[config.mk]
export PLATFORM = sky130hd
export DESIGN_NAME = rafc_core
export DESIGN_NICKNAME = d
export VERILOG_FILES = /design/src/rafc_pkg.sv /design/src/rafc_scale.sv /design/src/rafc_core.sv
export VERILOG_INCLUDE_DIRS = /design/src
export SDC_FILE = /design/constraint.sdc
export NUM_CORES = 1
export LEC_CHECK = 0
export BUFFER_PORTS_ARGS = -buffer_cell sky130_fd_sc_hd__buf_2
export CAP_MARGIN = 0
export CORE_AREA = 2 2 241 243
export DETAILED_ROUTE_END_ITERATION = 16
export DIE_AREA = 0 0 243 245
export GPL_TIMING_DRIVEN = 1
export HOLD_SLACK_MARGIN = 0.15
export PLACE_DENSITY = 0.7
export SLEW_MARGIN = 10
export SYNTH_ARGS = -nofsm -noshare
export SYNTH_HDL_FRONTEND = slang
export SYNTH_HIERARCHICAL = 1
export SYNTH_SLANG_ARGS = --single-unit
[constraint.sdc]
create_clock -name core_clk -period 42.6 [get_ports core_clk]
set_clock_uncertainty 0.2 [all_clocks]
set_input_delay 2.13 -clock core_clk [delete_from_list [all_inputs] [get_ports core_clk]]
set_output_delay 2.13 -clock core_clk [all_outputs]
set_load 0.01 [all_outputs]
[src/rafc_defines.svh]
// Purpose: constants for the regeneration avoidance frequency compensator
// Assumes: voltages in 1 V units, frequencies in 0.01 Hz units, gains in percent
// Notes:   shared by the package users and the top module
`ifndef RAFC_DEFINES_SVH
`define RAFC_DEFINES_SVH

// Mode field encodings
`define RAFC_MODE_OFF        2'h0
`define RAFC_MODE_ALWAYS     2'h1
`define RAFC_MODE_CONST      2'h2

// Threshold range in volts DC
`define RAFC_THR_MIN         10'h12C
`define RAFC_THR_MAX         10'h320
`define RAFC_THR_RESET       10'h190

// Compensation limit in 0.01 Hz, 9999 disables the limit
`define RAFC_LIM_MAX         14'h03E8
`define RAFC_LIM_DEFAULT     14'h0258
`define RAFC_LIM_OFF         14'h270F

// Gain range in percent
`define RAFC_GAIN_MAX        8'hC8
`define RAFC_GAIN_UNITY      8'h64

// Control cycle period
`define RAFC_CYCLE_US        100
`define RAFC_CLK_MHZ         25

`endif

[src/rafc_pkg.sv]
// Purpose: types for the regeneration avoidance frequency compensator
// Assumes: frequencies in 0.01 Hz units
// Notes:   configuration travels as one packed struct
package rafc_pkg;

    typedef struct packed {
        logic [1:0]  avoidance_mode_select;
        logic [9:0]  avoidance_bus_threshold;
        logic [13:0] compensation_freq_limit;
        logic [7:0]  avoidance_voltage_gain;
        logic [7:0]  avoidance_frequency_gain;
        logic [15:0] max_output_frequency;
    } rafc_cfg_t;

    typedef enum logic [1:0] {
        RAFC_IDLE = 2'b00,
        RAFC_ACT  = 2'b01,
        RAFC_HOLD = 2'b11
    } rafc_state_t;

endpackage : rafc_pkg

[src/rafc_scale.sv]
// Purpose: percent scaling of an unsigned value with saturation
// Assumes: gain in percent, 0 to 200
// Notes:   combinational; result saturates to the output width
`timescale 1ns/100ps
module rafc_scale #(
    parameter int W = 16
) (
    input  wire logic [W-1:0] val,   // Value to scale
    input  wire logic [7:0]   gain,  // Gain in percent
    output logic      [W-1:0] res    // Scaled, saturated
);
    logic [W+7:0] prod;
    logic [W+7:0] quot;

    // Multiply then divide by 100; divide kept constant for synthesis
    always_comb begin
        prod = {8'h00, val} * {{W{1'b0}}, gain};
        quot = prod / (W+8)'(100);
        res  = (|quot[W+7:W]) ? {W{1'b1}} : quot[W-1:0];
    end
endmodule : rafc_scale

[src/rafc_core.sv]
// Purpose: regeneration avoidance frequency compensation for a motor drive
// Assumes: bus voltage sample and ramp state come from the same clock domain
// Notes:   compensation steps once per control cycle; clearing on disarm is immediate when active, while the hold state clears only on mode off
`timescale 1ns/100ps
`include "rafc_defines.svh"
module rafc_core
    import rafc_pkg::*;
#(
    parameter int VW          = 10,                                     // Bus voltage width
    parameter int FW          = 16,                                     // Frequency width
    parameter int CYCLE_CLKS  = `RAFC_CYCLE_US * `RAFC_CLK_MHZ          // Control period
) (
    input  wire logic                core_clk,              // 25 MHz clock
    input  wire logic                rst_n,                 // Sync reset, active low
    input  wire rafc_pkg::rafc_cfg_t cfg,                   // Configuration
    input  wire logic [VW-1:0]       bus_voltage,           // Bus sample, volts
    input  wire logic [FW-1:0]       ramp_frequency,        // Ramp output, 0.01 Hz
    input  wire logic                accelerating,          // Ramp rising
    input  wire logic                decelerating,          // Ramp falling
    output logic      [FW-1:0]       output_frequency,      // Compensated frequency
    output logic      [FW-1:0]       compensation,          // Added amount
    output logic                     avoidance_active,      // Compensating now
    output logic                     stall_prevention,      // Stall prevention on
    output logic                     ov_stall_for_warning,  // Overvoltage stall to warning
    output logic                     ov_stall_for_timer     // Overvoltage stall to timer
);
    import rafc_pkg::*;

    initial begin
        // Config struct carries 16-bit frequencies; tick counter is 16 bits
        if (VW != 10 || FW != 16 || CYCLE_CLKS < 1 || CYCLE_CLKS > 65536)
            $error("rafc_core: unsupported parameters");
    end

    ////////////////////////////////////////////////////////////////////////
    // Configuration sanitising

    logic [VW-1:0] thr_eff;
    logic [13:0]   lim_eff;
    logic          lim_off;
    logic [7:0]    vgain_eff;
    logic [7:0]    fgain_eff;

    // Out of range settings are clipped rather than rejected
    always_comb begin
        thr_eff = cfg.avoidance_bus_threshold;
        if (thr_eff < `RAFC_THR_MIN) thr_eff = `RAFC_THR_MIN;
        if (thr_eff > `RAFC_THR_MAX) thr_eff = `RAFC_THR_MAX;
        lim_off = (cfg.compensation_freq_limit == `RAFC_LIM_OFF);
        lim_eff = (cfg.compensation_freq_limit > `RAFC_LIM_MAX) ?
                  `RAFC_LIM_MAX : cfg.compensation_freq_limit;
        vgain_eff = (cfg.avoidance_voltage_gain > `RAFC_GAIN_MAX) ?
                    `RAFC_GAIN_MAX : cfg.avoidance_voltage_gain;
        fgain_eff = (cfg.avoidance_frequency_gain > `RAFC_GAIN_MAX) ?
                    `RAFC_GAIN_MAX : cfg.avoidance_frequency_gain;
    end

    ////////////////////////////////////////////////////////////////////////
    // Arming and detection

    logic armed;
    logic over_thr;

    // Below-normal threshold simply keeps this true; no extra guard
    always_comb begin
        over_thr = (bus_voltage >= thr_eff);
        unique case (cfg.avoidance_mode_select)
            `RAFC_MODE_ALWAYS: armed = 1'b1;
            `RAFC_MODE_CONST:  armed = !accelerating && !decelerating;
            default:           armed = 1'b0;
        endcase
    end

    ////////////////////////////////////////////////////////////////////////
    // Increment computation

    logic [FW-1:0] excess;
    logic [FW-1:0] excess_v;
    logic [FW-1:0] incr;

    // Excess in volts used directly as 0.01 Hz step at unity gain
    always_comb begin
        excess = over_thr ? FW'(bus_voltage - thr_eff) : '0;
    end

    rafc_scale #(.W(FW)) u_vgain (
        .val  (excess),
        .gain (vgain_eff),
        .res  (excess_v)
    );

    rafc_scale #(.W(FW)) u_fgain (
        .val  (excess_v),
        .gain (fgain_eff),
        .res  (incr)
    );

    ////////////////////////////////////////////////////////////////////////
    // Control cycle tick

    logic [15:0] tick_cnt_q;
    logic [15:0] tick_cnt_d;
    logic        tick;

    // Divider keeps the compensation slope independent of clock rate
    always_comb begin
        tick       = (tick_cnt_q == 16'(CYCLE_CLKS - 1));
        tick_cnt_d = tick ? 16'h0000 : tick_cnt_q + 16'h0001;
    end

    always_ff @(posedge core_clk) begin
        if (!rst_n) tick_cnt_q <= 16'h0000;
        else        tick_cnt_q <= tick_cnt_d;
    end

    ////////////////////////////////////////////////////////////////////////
    // Compensation state

    rafc_state_t   st_q, st_d;
    logic [FW-1:0] comp_q, comp_d;
    logic [FW-1:0] base_q, base_d;
    logic [FW:0]   sum;
    logic [FW:0]   cap;
    logic [FW:0]   cap_max;
    logic          at_lim;

    // Cap is limit clamp and maximum clamp, whichever is lower
    always_comb begin
        cap_max = {1'b0, cfg.max_output_frequency};
        cap     = lim_off ? cap_max : ({1'b0, base_q} + {{(FW-13){1'b0}}, lim_eff});
        if (cap > cap_max) cap = cap_max;
        sum     = {1'b0, base_q} + {1'b0, comp_q} + {1'b0, incr};
        at_lim  = !lim_off && (comp_q >= FW'(lim_eff));
    end

    always_comb begin
        st_d   = st_q;
        comp_d = comp_q;
        base_d = base_q;
        unique case (st_q)
            RAFC_IDLE: begin
                base_d = ramp_frequency;
                comp_d = '0;
                if (tick && armed && over_thr) st_d = RAFC_ACT;
            end
            RAFC_ACT: begin
                if (!armed) begin
                    st_d   = RAFC_IDLE;
                    comp_d = '0;
                end else if (tick) begin
                    if (over_thr) begin
                        // Ramp above maximum would make the cap negative
                        if (sum > cap)
                            comp_d = (cap > {1'b0, base_q}) ?
                                     FW'(cap - {1'b0, base_q}) : '0;
                        else
                            comp_d = comp_q + incr;
                    end else if (comp_q != '0) begin
                        comp_d = comp_q - 1'b1;
                    end else begin
                        st_d = RAFC_IDLE;
                    end
                    if (decelerating && at_lim) st_d = RAFC_HOLD;
                    if (!decelerating) base_d = ramp_frequency;
                end
            end
            RAFC_HOLD: begin
                // Limit held until ramp falls to half the limit value
                if (cfg.avoidance_mode_select == `RAFC_MODE_OFF) begin
                    st_d   = RAFC_IDLE;
                    comp_d = '0;
                end else if ({ramp_frequency, 1'b0} <= {2'b00, lim_eff}) begin
                    st_d   = RAFC_ACT;
                    base_d = ramp_frequency;
                end
            end
            default: st_d = RAFC_IDLE;
        endcase
    end

    always_ff @(posedge core_clk) begin
        if (!rst_n) begin
            st_q   <= RAFC_IDLE;
            comp_q <= '0;
            base_q <= '0;
        end else begin
            st_q   <= st_d;
            comp_q <= comp_d;
            base_q <= base_d;
        end
    end

    ////////////////////////////////////////////////////////////////////////
    // Outputs, all registered

    logic [FW:0] out_sum;
    logic [FW-1:0] out_d;
    logic        act_d;

    always_comb begin
        out_sum = {1'b0, ramp_frequency} + {1'b0, comp_d};
        if (out_sum > {1'b0, cfg.max_output_frequency})
            out_d = cfg.max_output_frequency;
        else
            out_d = out_sum[FW-1:0];
        act_d = (st_d != RAFC_IDLE) && (comp_d != '0);
    end

    always_ff @(posedge core_clk) begin
        if (!rst_n) begin
            output_frequency     <= '0;
            compensation         <= '0;
            avoidance_active     <= 1'b0;
            stall_prevention     <= 1'b0;
            ov_stall_for_warning <= 1'b0;
            ov_stall_for_timer   <= 1'b0;
        end else begin
            output_frequency     <= out_d;
            compensation         <= comp_d;
            avoidance_active     <= act_d;
            stall_prevention     <= act_d;
            ov_stall_for_warning <= act_d;
            ov_stall_for_timer   <= act_d;
        end
    end

    ////////////////////////////////////////////////////////////////////////
    // Checks

    property p_off_no_comp;
        @(posedge core_clk) disable iff (!rst_n)
        (cfg.avoidance_mode_select == `RAFC_MODE_OFF) ##1
        (cfg.avoidance_mode_select == `RAFC_MODE_OFF) |=> compensation == '0;
    endproperty
    a_off_no_comp: assert property (p_off_no_comp)
        else $error("compensation with mode off");

    property p_max_clamp;
        @(posedge core_clk) disable iff (!rst_n)
        1'b1 |=> output_frequency <= $past(cfg.max_output_frequency);
    endproperty
    a_max_clamp: assert property (p_max_clamp)
        else $error("frequency above maximum");

    property p_stall;
        @(posedge core_clk) disable iff (!rst_n)
        stall_prevention == (compensation != '0) && avoidance_active == (compensation != '0);
    endproperty
    a_stall: assert property (p_stall)
        else $error("stall prevention mismatch");

    property p_warn;
        @(posedge core_clk) disable iff (!rst_n)
        ov_stall_for_warning == (compensation != '0)
        && ov_stall_for_timer == (compensation != '0);
    endproperty
    a_warn: assert property (p_warn)
        else $error("overload source mismatch");

    property p_limit;
        @(posedge core_clk) disable iff (!rst_n)
        (!lim_off && st_q == RAFC_ACT) |-> comp_q <= FW'(lim_eff);
    endproperty
    a_limit: assert property (p_limit)
        else $error("compensation above limit");

    property p_detect;
        @(posedge core_clk) disable iff (!rst_n)
        (st_q == RAFC_IDLE && tick && armed && over_thr) |=> st_q == RAFC_ACT;
    endproperty
    a_detect: assert property (p_detect)
        else $error("avoidance not entered");

    property p_const;
        @(posedge core_clk) disable iff (!rst_n)
        (st_q == RAFC_ACT && cfg.avoidance_mode_select == `RAFC_MODE_CONST && accelerating)
        |=> st_q == RAFC_IDLE;
    endproperty
    a_const: assert property (p_const)
        else $error("armed outside constant speed");

    property p_hold;
        @(posedge core_clk) disable iff (!rst_n)
        (st_q == RAFC_HOLD && cfg.avoidance_mode_select != `RAFC_MODE_OFF
         && {ramp_frequency, 1'b0} > {2'b00, lim_eff}) |=> $stable(comp_q);
    endproperty
    a_hold: assert property (p_hold)
        else $error("held compensation changed");

endmodule : rafc_core

* Yosys cells after proc, flatten, opt, wreduce, memory -nomap -nowiden
Cells that the tools add are included.
** Storage, ports and cells
- Memories :: 0
- Logic and storage cells :: 97
- Latch bits :: 0
- RAM bits :: 0
- Input bits :: 88
- Memory bits (read-only) :: 0
- Flip-flop bits (word level) :: 67
** Cells by class
- Shift operators :: 0
- Bitwise logic cells :: 1
- Divide/modulo/power cells :: 2
- Multiply operators :: 2
- Order comparisons :: 12
- Reduce and logical (&&, ||, !) cells :: 19
- Add/sub/neg operators :: 9
- Equality and inequality tests :: 11
- Mux-type cells :: 35
** Operators by type and width (number)
- 16-bit two-way mux :: 16
- 16-bit one-hot mux with 3 select lines :: 2
- 17-bit by 16-bit > comparator with 1-bit output :: 3
- 24-bit by 7-bit divider with 24-bit output (second input constant) :: 2
- 16-bit by 8-bit multiplier with 24-bit output :: 2
- 16-bit by 16-bit adder with 17-bit output :: 2
- 17-bit two-way mux :: 2
- 16-bit nonzero test :: 2
- 10-bit two-way mux :: 2
- 16-bit by 14-bit adder with 17-bit output :: 1
- 17-bit by 16-bit adder with 17-bit output :: 1
- 17-bit > comparator :: 1
- 17-bit by 14-bit less-or-equal comparator with 1-bit output :: 1
- 16-bit by 1-bit adder with 16-bit output (second input constant) :: 1
- 16-bit adder :: 1
- 16-bit by 12-bit == test with 1-bit output (second input constant) :: 1
- 16-bit by 14-bit >= comparator with 1-bit output :: 1
- 8-bit > comparator (second input constant) :: 2
- 2-bit two-way mux :: 8
- 8-bit two-way mux :: 2
- 8-bit OR reduction :: 2
- 16-bit by 1-bit subtractor with 16-bit output (second input constant) :: 1
- 16-bit subtractor :: 1
- 14-bit == test (second input constant) :: 1
- 19 further kinds :: 33

* Depth between registers and ports, before layout
- Depth in word-level cells :: 24
- Depth in mapped cells :: 193
- Depth with buffers taken out :: 166

* Hierarchy
The synthesis kept the hierarchy.
** By module, submodules not included
- rafc_core :: instances 1, seq. area each 1341.3 µm², area each 10302.4 µm², cells an instance 1321
- rafc_scale at u_fgain :: instances 1, seq. area each 0.0 µm², area each 9213.8 µm², cells an instance 1240
- rafc_scale at u_vgain :: instances 1, seq. area each 0.0 µm², area each 8573.2 µm², cells an instance 1116

* Worst setup path after synthesis
OpenSTA, ideal clock, no wires.
- Kind :: input port to flip-flop
- Start point :: input port cfg[49] in the netlist's numbering
- End point :: register output_frequency[10]
- Library setup time :: 128 ps
- Buffers on the path :: 15
- Setup slack :: 431 ps
- Arrival time :: 41841 ps
- Stages :: 174
- Data required time :: 42272 ps
- Cells stage by stage :: a21o_1 -> a211o_1 -> a21oi_1 -> nor2_1 -> a21boi_0 -> o311a_1 -> o21bai_1 -> ha_1 -> nor2b_1 -> o21ai_0 -> nand2b_1 -> and2_1 -> o21ai_0 -> nand2_1 -> a21o_1 -> a21o_1 -> a21o_1 -> a211oi_1 -> [... 138 more ...] -> a21o_1 -> a21oi_1 -> o21ai_0 -> a31o_2 -> o41ai_1 -> o21a_1 -> o21ai_0 -> xor2_1 -> ha_1 -> nand4_1 -> nor4_1 -> nand4_1 -> a221oi_1 -> o211ai_1 -> buf_1 -> buf_2 -> mux2i_1 -> nor2_1
** Between the ends
- Word-level cells in the longest chain between the ends :: 24
** Ends and longest elaborated chain
- start: declaration :: line rafc_core.sv:15 : input wire rafc_pkg::rafc_cfg_t cfg,
- 10-bit by 9-bit < comparator with 1-bit output (no line)
- 10-bit two-way mux (*) :: line rafc_core.sv:47 : if (thr_eff < `RAFC_THR_MIN) thr_eff = `RAFC_THR_MIN;
- 10-bit > comparator (no line)
- 10-bit two-way mux (*) :: line rafc_core.sv:48 : if (thr_eff > `RAFC_THR_MAX) thr_eff = `RAFC_THR_MAX;
- 10-bit by 10-bit subtractor with 11-bit output or 10-bit >= comparator (tied branches) :: line rafc_core.sv:83, rafc_core.sv:66
- 16-bit two-way mux (*) :: line rafc_core.sv:83 : excess = over_thr ? FW'(bus_voltage - thr_eff) : '0;
- via excess[10] :: line rafc_core.sv:77 : logic [FW-1:0] excess;
- 16-bit by 8-bit multiplier with 24-bit output (*) :: line rafc_scale.sv:17 : prod = {8'h00, val} * {{W{1'b0}}, gain};
- [... 3 more ...]
- via excess_v[0] :: line rafc_core.sv:78 : logic [FW-1:0] excess_v;
- [... 4 more ...]
- via incr[1] :: line rafc_core.sv:79 : logic [FW-1:0] incr;
- [... 3 more ...]
- 16-bit two-way mux (*) :: line rafc_core.sv:151 : if (over_thr) begin
- 16-bit two-way mux (*) :: line rafc_core.sv:150 : end else if (tick) begin
- 16-bit two-way mux (*) :: line rafc_core.sv:147 : if (!armed) begin
- 16-bit one-hot mux with 3 select lines (*) :: line rafc_core.sv:140 : unique case (st_q)
- via comp_d[1] :: line rafc_core.sv:120 : logic [FW-1:0] comp_q, comp_d;
- 16-bit by 16-bit adder with 17-bit output (*) :: line rafc_core.sv:201 : out_sum = {1'b0, ramp_frequency} + {1'b0, comp_d};
- 17-bit by 16-bit > comparator with 1-bit output :: line rafc_core.sv:202 : if (out_sum > {1'b0, cfg.max_output_frequency})
- 16-bit two-way mux (*) :: line rafc_core.sv:202
- end signal: assignment :: line rafc_core.sv:218 : output_frequency <= out_d;
- end: declaration :: line rafc_core.sv:20 : output logic [FW-1:0] output_frequency,
Mark *: on every way through the listed nets, which the timed path passes. The rest lies on a longest branch.
A chain may end at the register's enable or synchronous reset.

* Worst setup path after layout
- Start point :: input port cfg[49] in the netlist's numbering
- End point :: register output_frequency[12]
The elaborated chain is that of the path after synthesis.

==> results.toml <==
[global_routing]
grt_pass1_vias = 27200
overflow = 0
grt_pass1_wl_microns = 138000
grt_max_degree = 37
antenna_found_initial = 3
gr-usage-all-layers = 0.275

[cells_and_area]
seqCellArea_sq_mm = 0.00134
fin_cells = 4734
drive_gt1_frac = 0.217
fillers = 5275
fin_util = 0.580
area_delta_synth_final_pct = 17.7
multi_input_comb_area_sq_mm = 0.0265
final_area_sq_mm = 0.0331
nets = 4498

[min_path]
hold-path-endpoint = "tick_cnt_q[0]"
min_from = "tick_cnt_q[0]"
min_path_type = "flip-flop to flip-flop"
holdPathStages = 1

[setup_path]
arrival_ns = 41.39
path_class = "primary input to flip-flop"
cp.required_ns = 42.62
reg2reg_depth = 50
r2r_slack_ns = 30.42
cp-start-kind = "primary input"
path_common_cell = "buf_4"
end_kind = "flip-flop"
crit_slowest_cell = "or4_2"
r2r-end = "output_frequency[12]"
path_max_fanout = 13
cp_slowest_stage_delay_ns = 0.64
r2r-start = "base_q[1]"

[logic_synthesis]
synth.cell_area_sq_mm = 0.0281
async_flop_share = 0
ys_seq_area_frac = 0.0478
ys_top_cells_by_area = "fa_1 (14%), ha_1 (11%), dfxtp_1 (4.8%)"
synth-edff-count = 0
ys.flop_type = "dfxtp_1"
ys_ff_latch = 67
yosysTopAreaCellShare = 0.135
yosys.area.top_type = "fa_1"
synth.avg_cell_area_sq_um = 7.64
yosys_warnings = 6
synth_cell_types = 159
postSynthCellCount = 3677

[status]
outcome = "finished clean"

[floorplan]
rows = 88
dieArea_sq_mm = 0.0595
fp.dieH_microns = 245
chipWidth_microns = 243
boundaryPins = 124
start_util = 0.492
placeableCoreArea_sq_mm = 0.0570

[drt]
routedWlPerCell_microns = 18.4
routed_via_density = 6.19
drt-met1-wl_microns = 37600
drt_iter0_drc = 2186
num_vias = 29300
met3_wirelength_microns = 4930
wl_met2_microns = 42000
top_layer = "met5"
drt_wl_total_microns = 87200
first_pass_iters = 6
drc_errors = 0
ant_nets = 0

[clocking]
root_buffer = "clkbuf_16"
cts_inserted_buffers = 9
htreeDepth = 3
clock_latency_ns = 0.35
cts_tree = "yes"
cts.clk_slew.worst_paths_ns = 0.06
cts_hold_buf = 0
cts_num_sinks = 67
clockBufferDepth = 2

[sta]
worst_pin_slew_ns = 1.28
fin_crit_ns = 41.37
max_freq_mhz = 24.2
slew_viol_final = 0
finalSetupViolations = 0
post-route-period-util = 0.971
max_slew_margin = 0.142
layout_setup_ws_ns = 1.23
final-hold-violation-count = 0

[placement]
dp_slack_ns = -0.540
io_buffers = 123
place_area_sq_mm = 0.0305
dp_cells = 4636
gp_congestion = 0.991
dp_hpwl_microns = 68100

[job]
drv_cap = 0
==> cells in the mapped netlist (67+ instances only) <==
cell type	instances
ha_1	257
nand3_1	112
inv_1	282
xnor2_1	110
a21oi_1	192
nand2_1	345
nor3_1	102
dfxtp_1	67
o21ai_0	133
fa_1	190
nor2_1	265
and2_1	205
==> through the flow <==
stage                     TNS, ns  hold slack, ns
after global routing        -8.30           0.310
final                           0           0.261
after detailed placement    -8.28           0.251
after floorplan                 0           0.226
after global placement      -1.30           0.245
after CTS                       0           0.265
==> worst max-delay path by stage <==
stage          startpoint                    to
6_report          cfg[49]  output_frequency[12]
5_1_grt           cfg[49]  output_frequency[12]
4_1_cts           cfg[49]  output_frequency[12]
3_5_place_dp      cfg[49]  output_frequency[12]
3_3_place_gp      cfg[49]   output_frequency[9]
2_1_floorplan     cfg[49]  output_frequency[10]
==> routing by layer <==
layer | global-route usage | up-vias
met3 | 0.0235 | 212
met2 | 0.474 | 1074
met1 | 0.365 | 14100
met4 | 0.0852 | 6
met5 | 0 | -
li1 | - | 14000
==> sequential cells by signal, summed over array words and instances, names as in the netlist <==
name                count
base_q                 16
compensation           16
output_frequency       16
ov_stall_for_timer      1
st_q                    2
tick_cnt_q             16
==> cells by family (layout without fill, tap and decap cells) <==
family,after synthesis,count (layout),synth area share
other,2,14,0.000267
buffers and inverters,433,713,0.0672
AO/OA/AOI/OAI,1046,1046,0.281
XOR/XNOR,180,180,0.0592
multiplexers,82,82,0.0311
AND/OR/NAND/NOR,1412,1412,0.261
flip-flops,67,67,0.0478
adder cells (fa/ha/maj),455,455,0.253
==> worst max-delay path, delay by kind of cell <==
family | cells | cell delay (ns)
xor gates and xnor gates | 6 | 1.01
AOI/OAI and AO/OA | 86 | 17.95
muxes | 5 | 1.30
adders and majority gates | 18 | 7.21
and+or+nand+nor | 36 | 7.63
buffers and inverters | 27 | 4.07
==> cell type report <==
cell class / count / area share
clock inverters: 7 / 0.00250
multi-input cells: 3188 / 0.801
repair buffers: 414 / 0.0880
flip-flops and latches: 67 / 0.0406
clock buffers: 9 / 0.00681
inverters: 283 / 0.0321
diodes: 1 / 0.0000757
well taps: 765 / 0.0289
==> cell usage in the layout, fill, tap and decap left out, types with 109 or more instances in the layout <==
cell,synthesis,routed
fa_1,190,189
o21ai_0,133,118
inv_1,282,282
buf_2,44,124
nor2_1,265,253
buf_4,21,274
nand2_1,345,336
a21oi_1,192,168
ha_1,257,246
nand3_1,112,109
and2_1,205,198
==> timing repair <==
item                       in CTS  in global routing
buffers inserted                0                 78
setup endpoints to repair      16                 19
pin swaps                       0                119
cloned                          0                  3
gates resized for setup         6                333
Power is not shown: default switching activity piles up to over one toggle a cycle in this logic, so the estimate is an artifact.
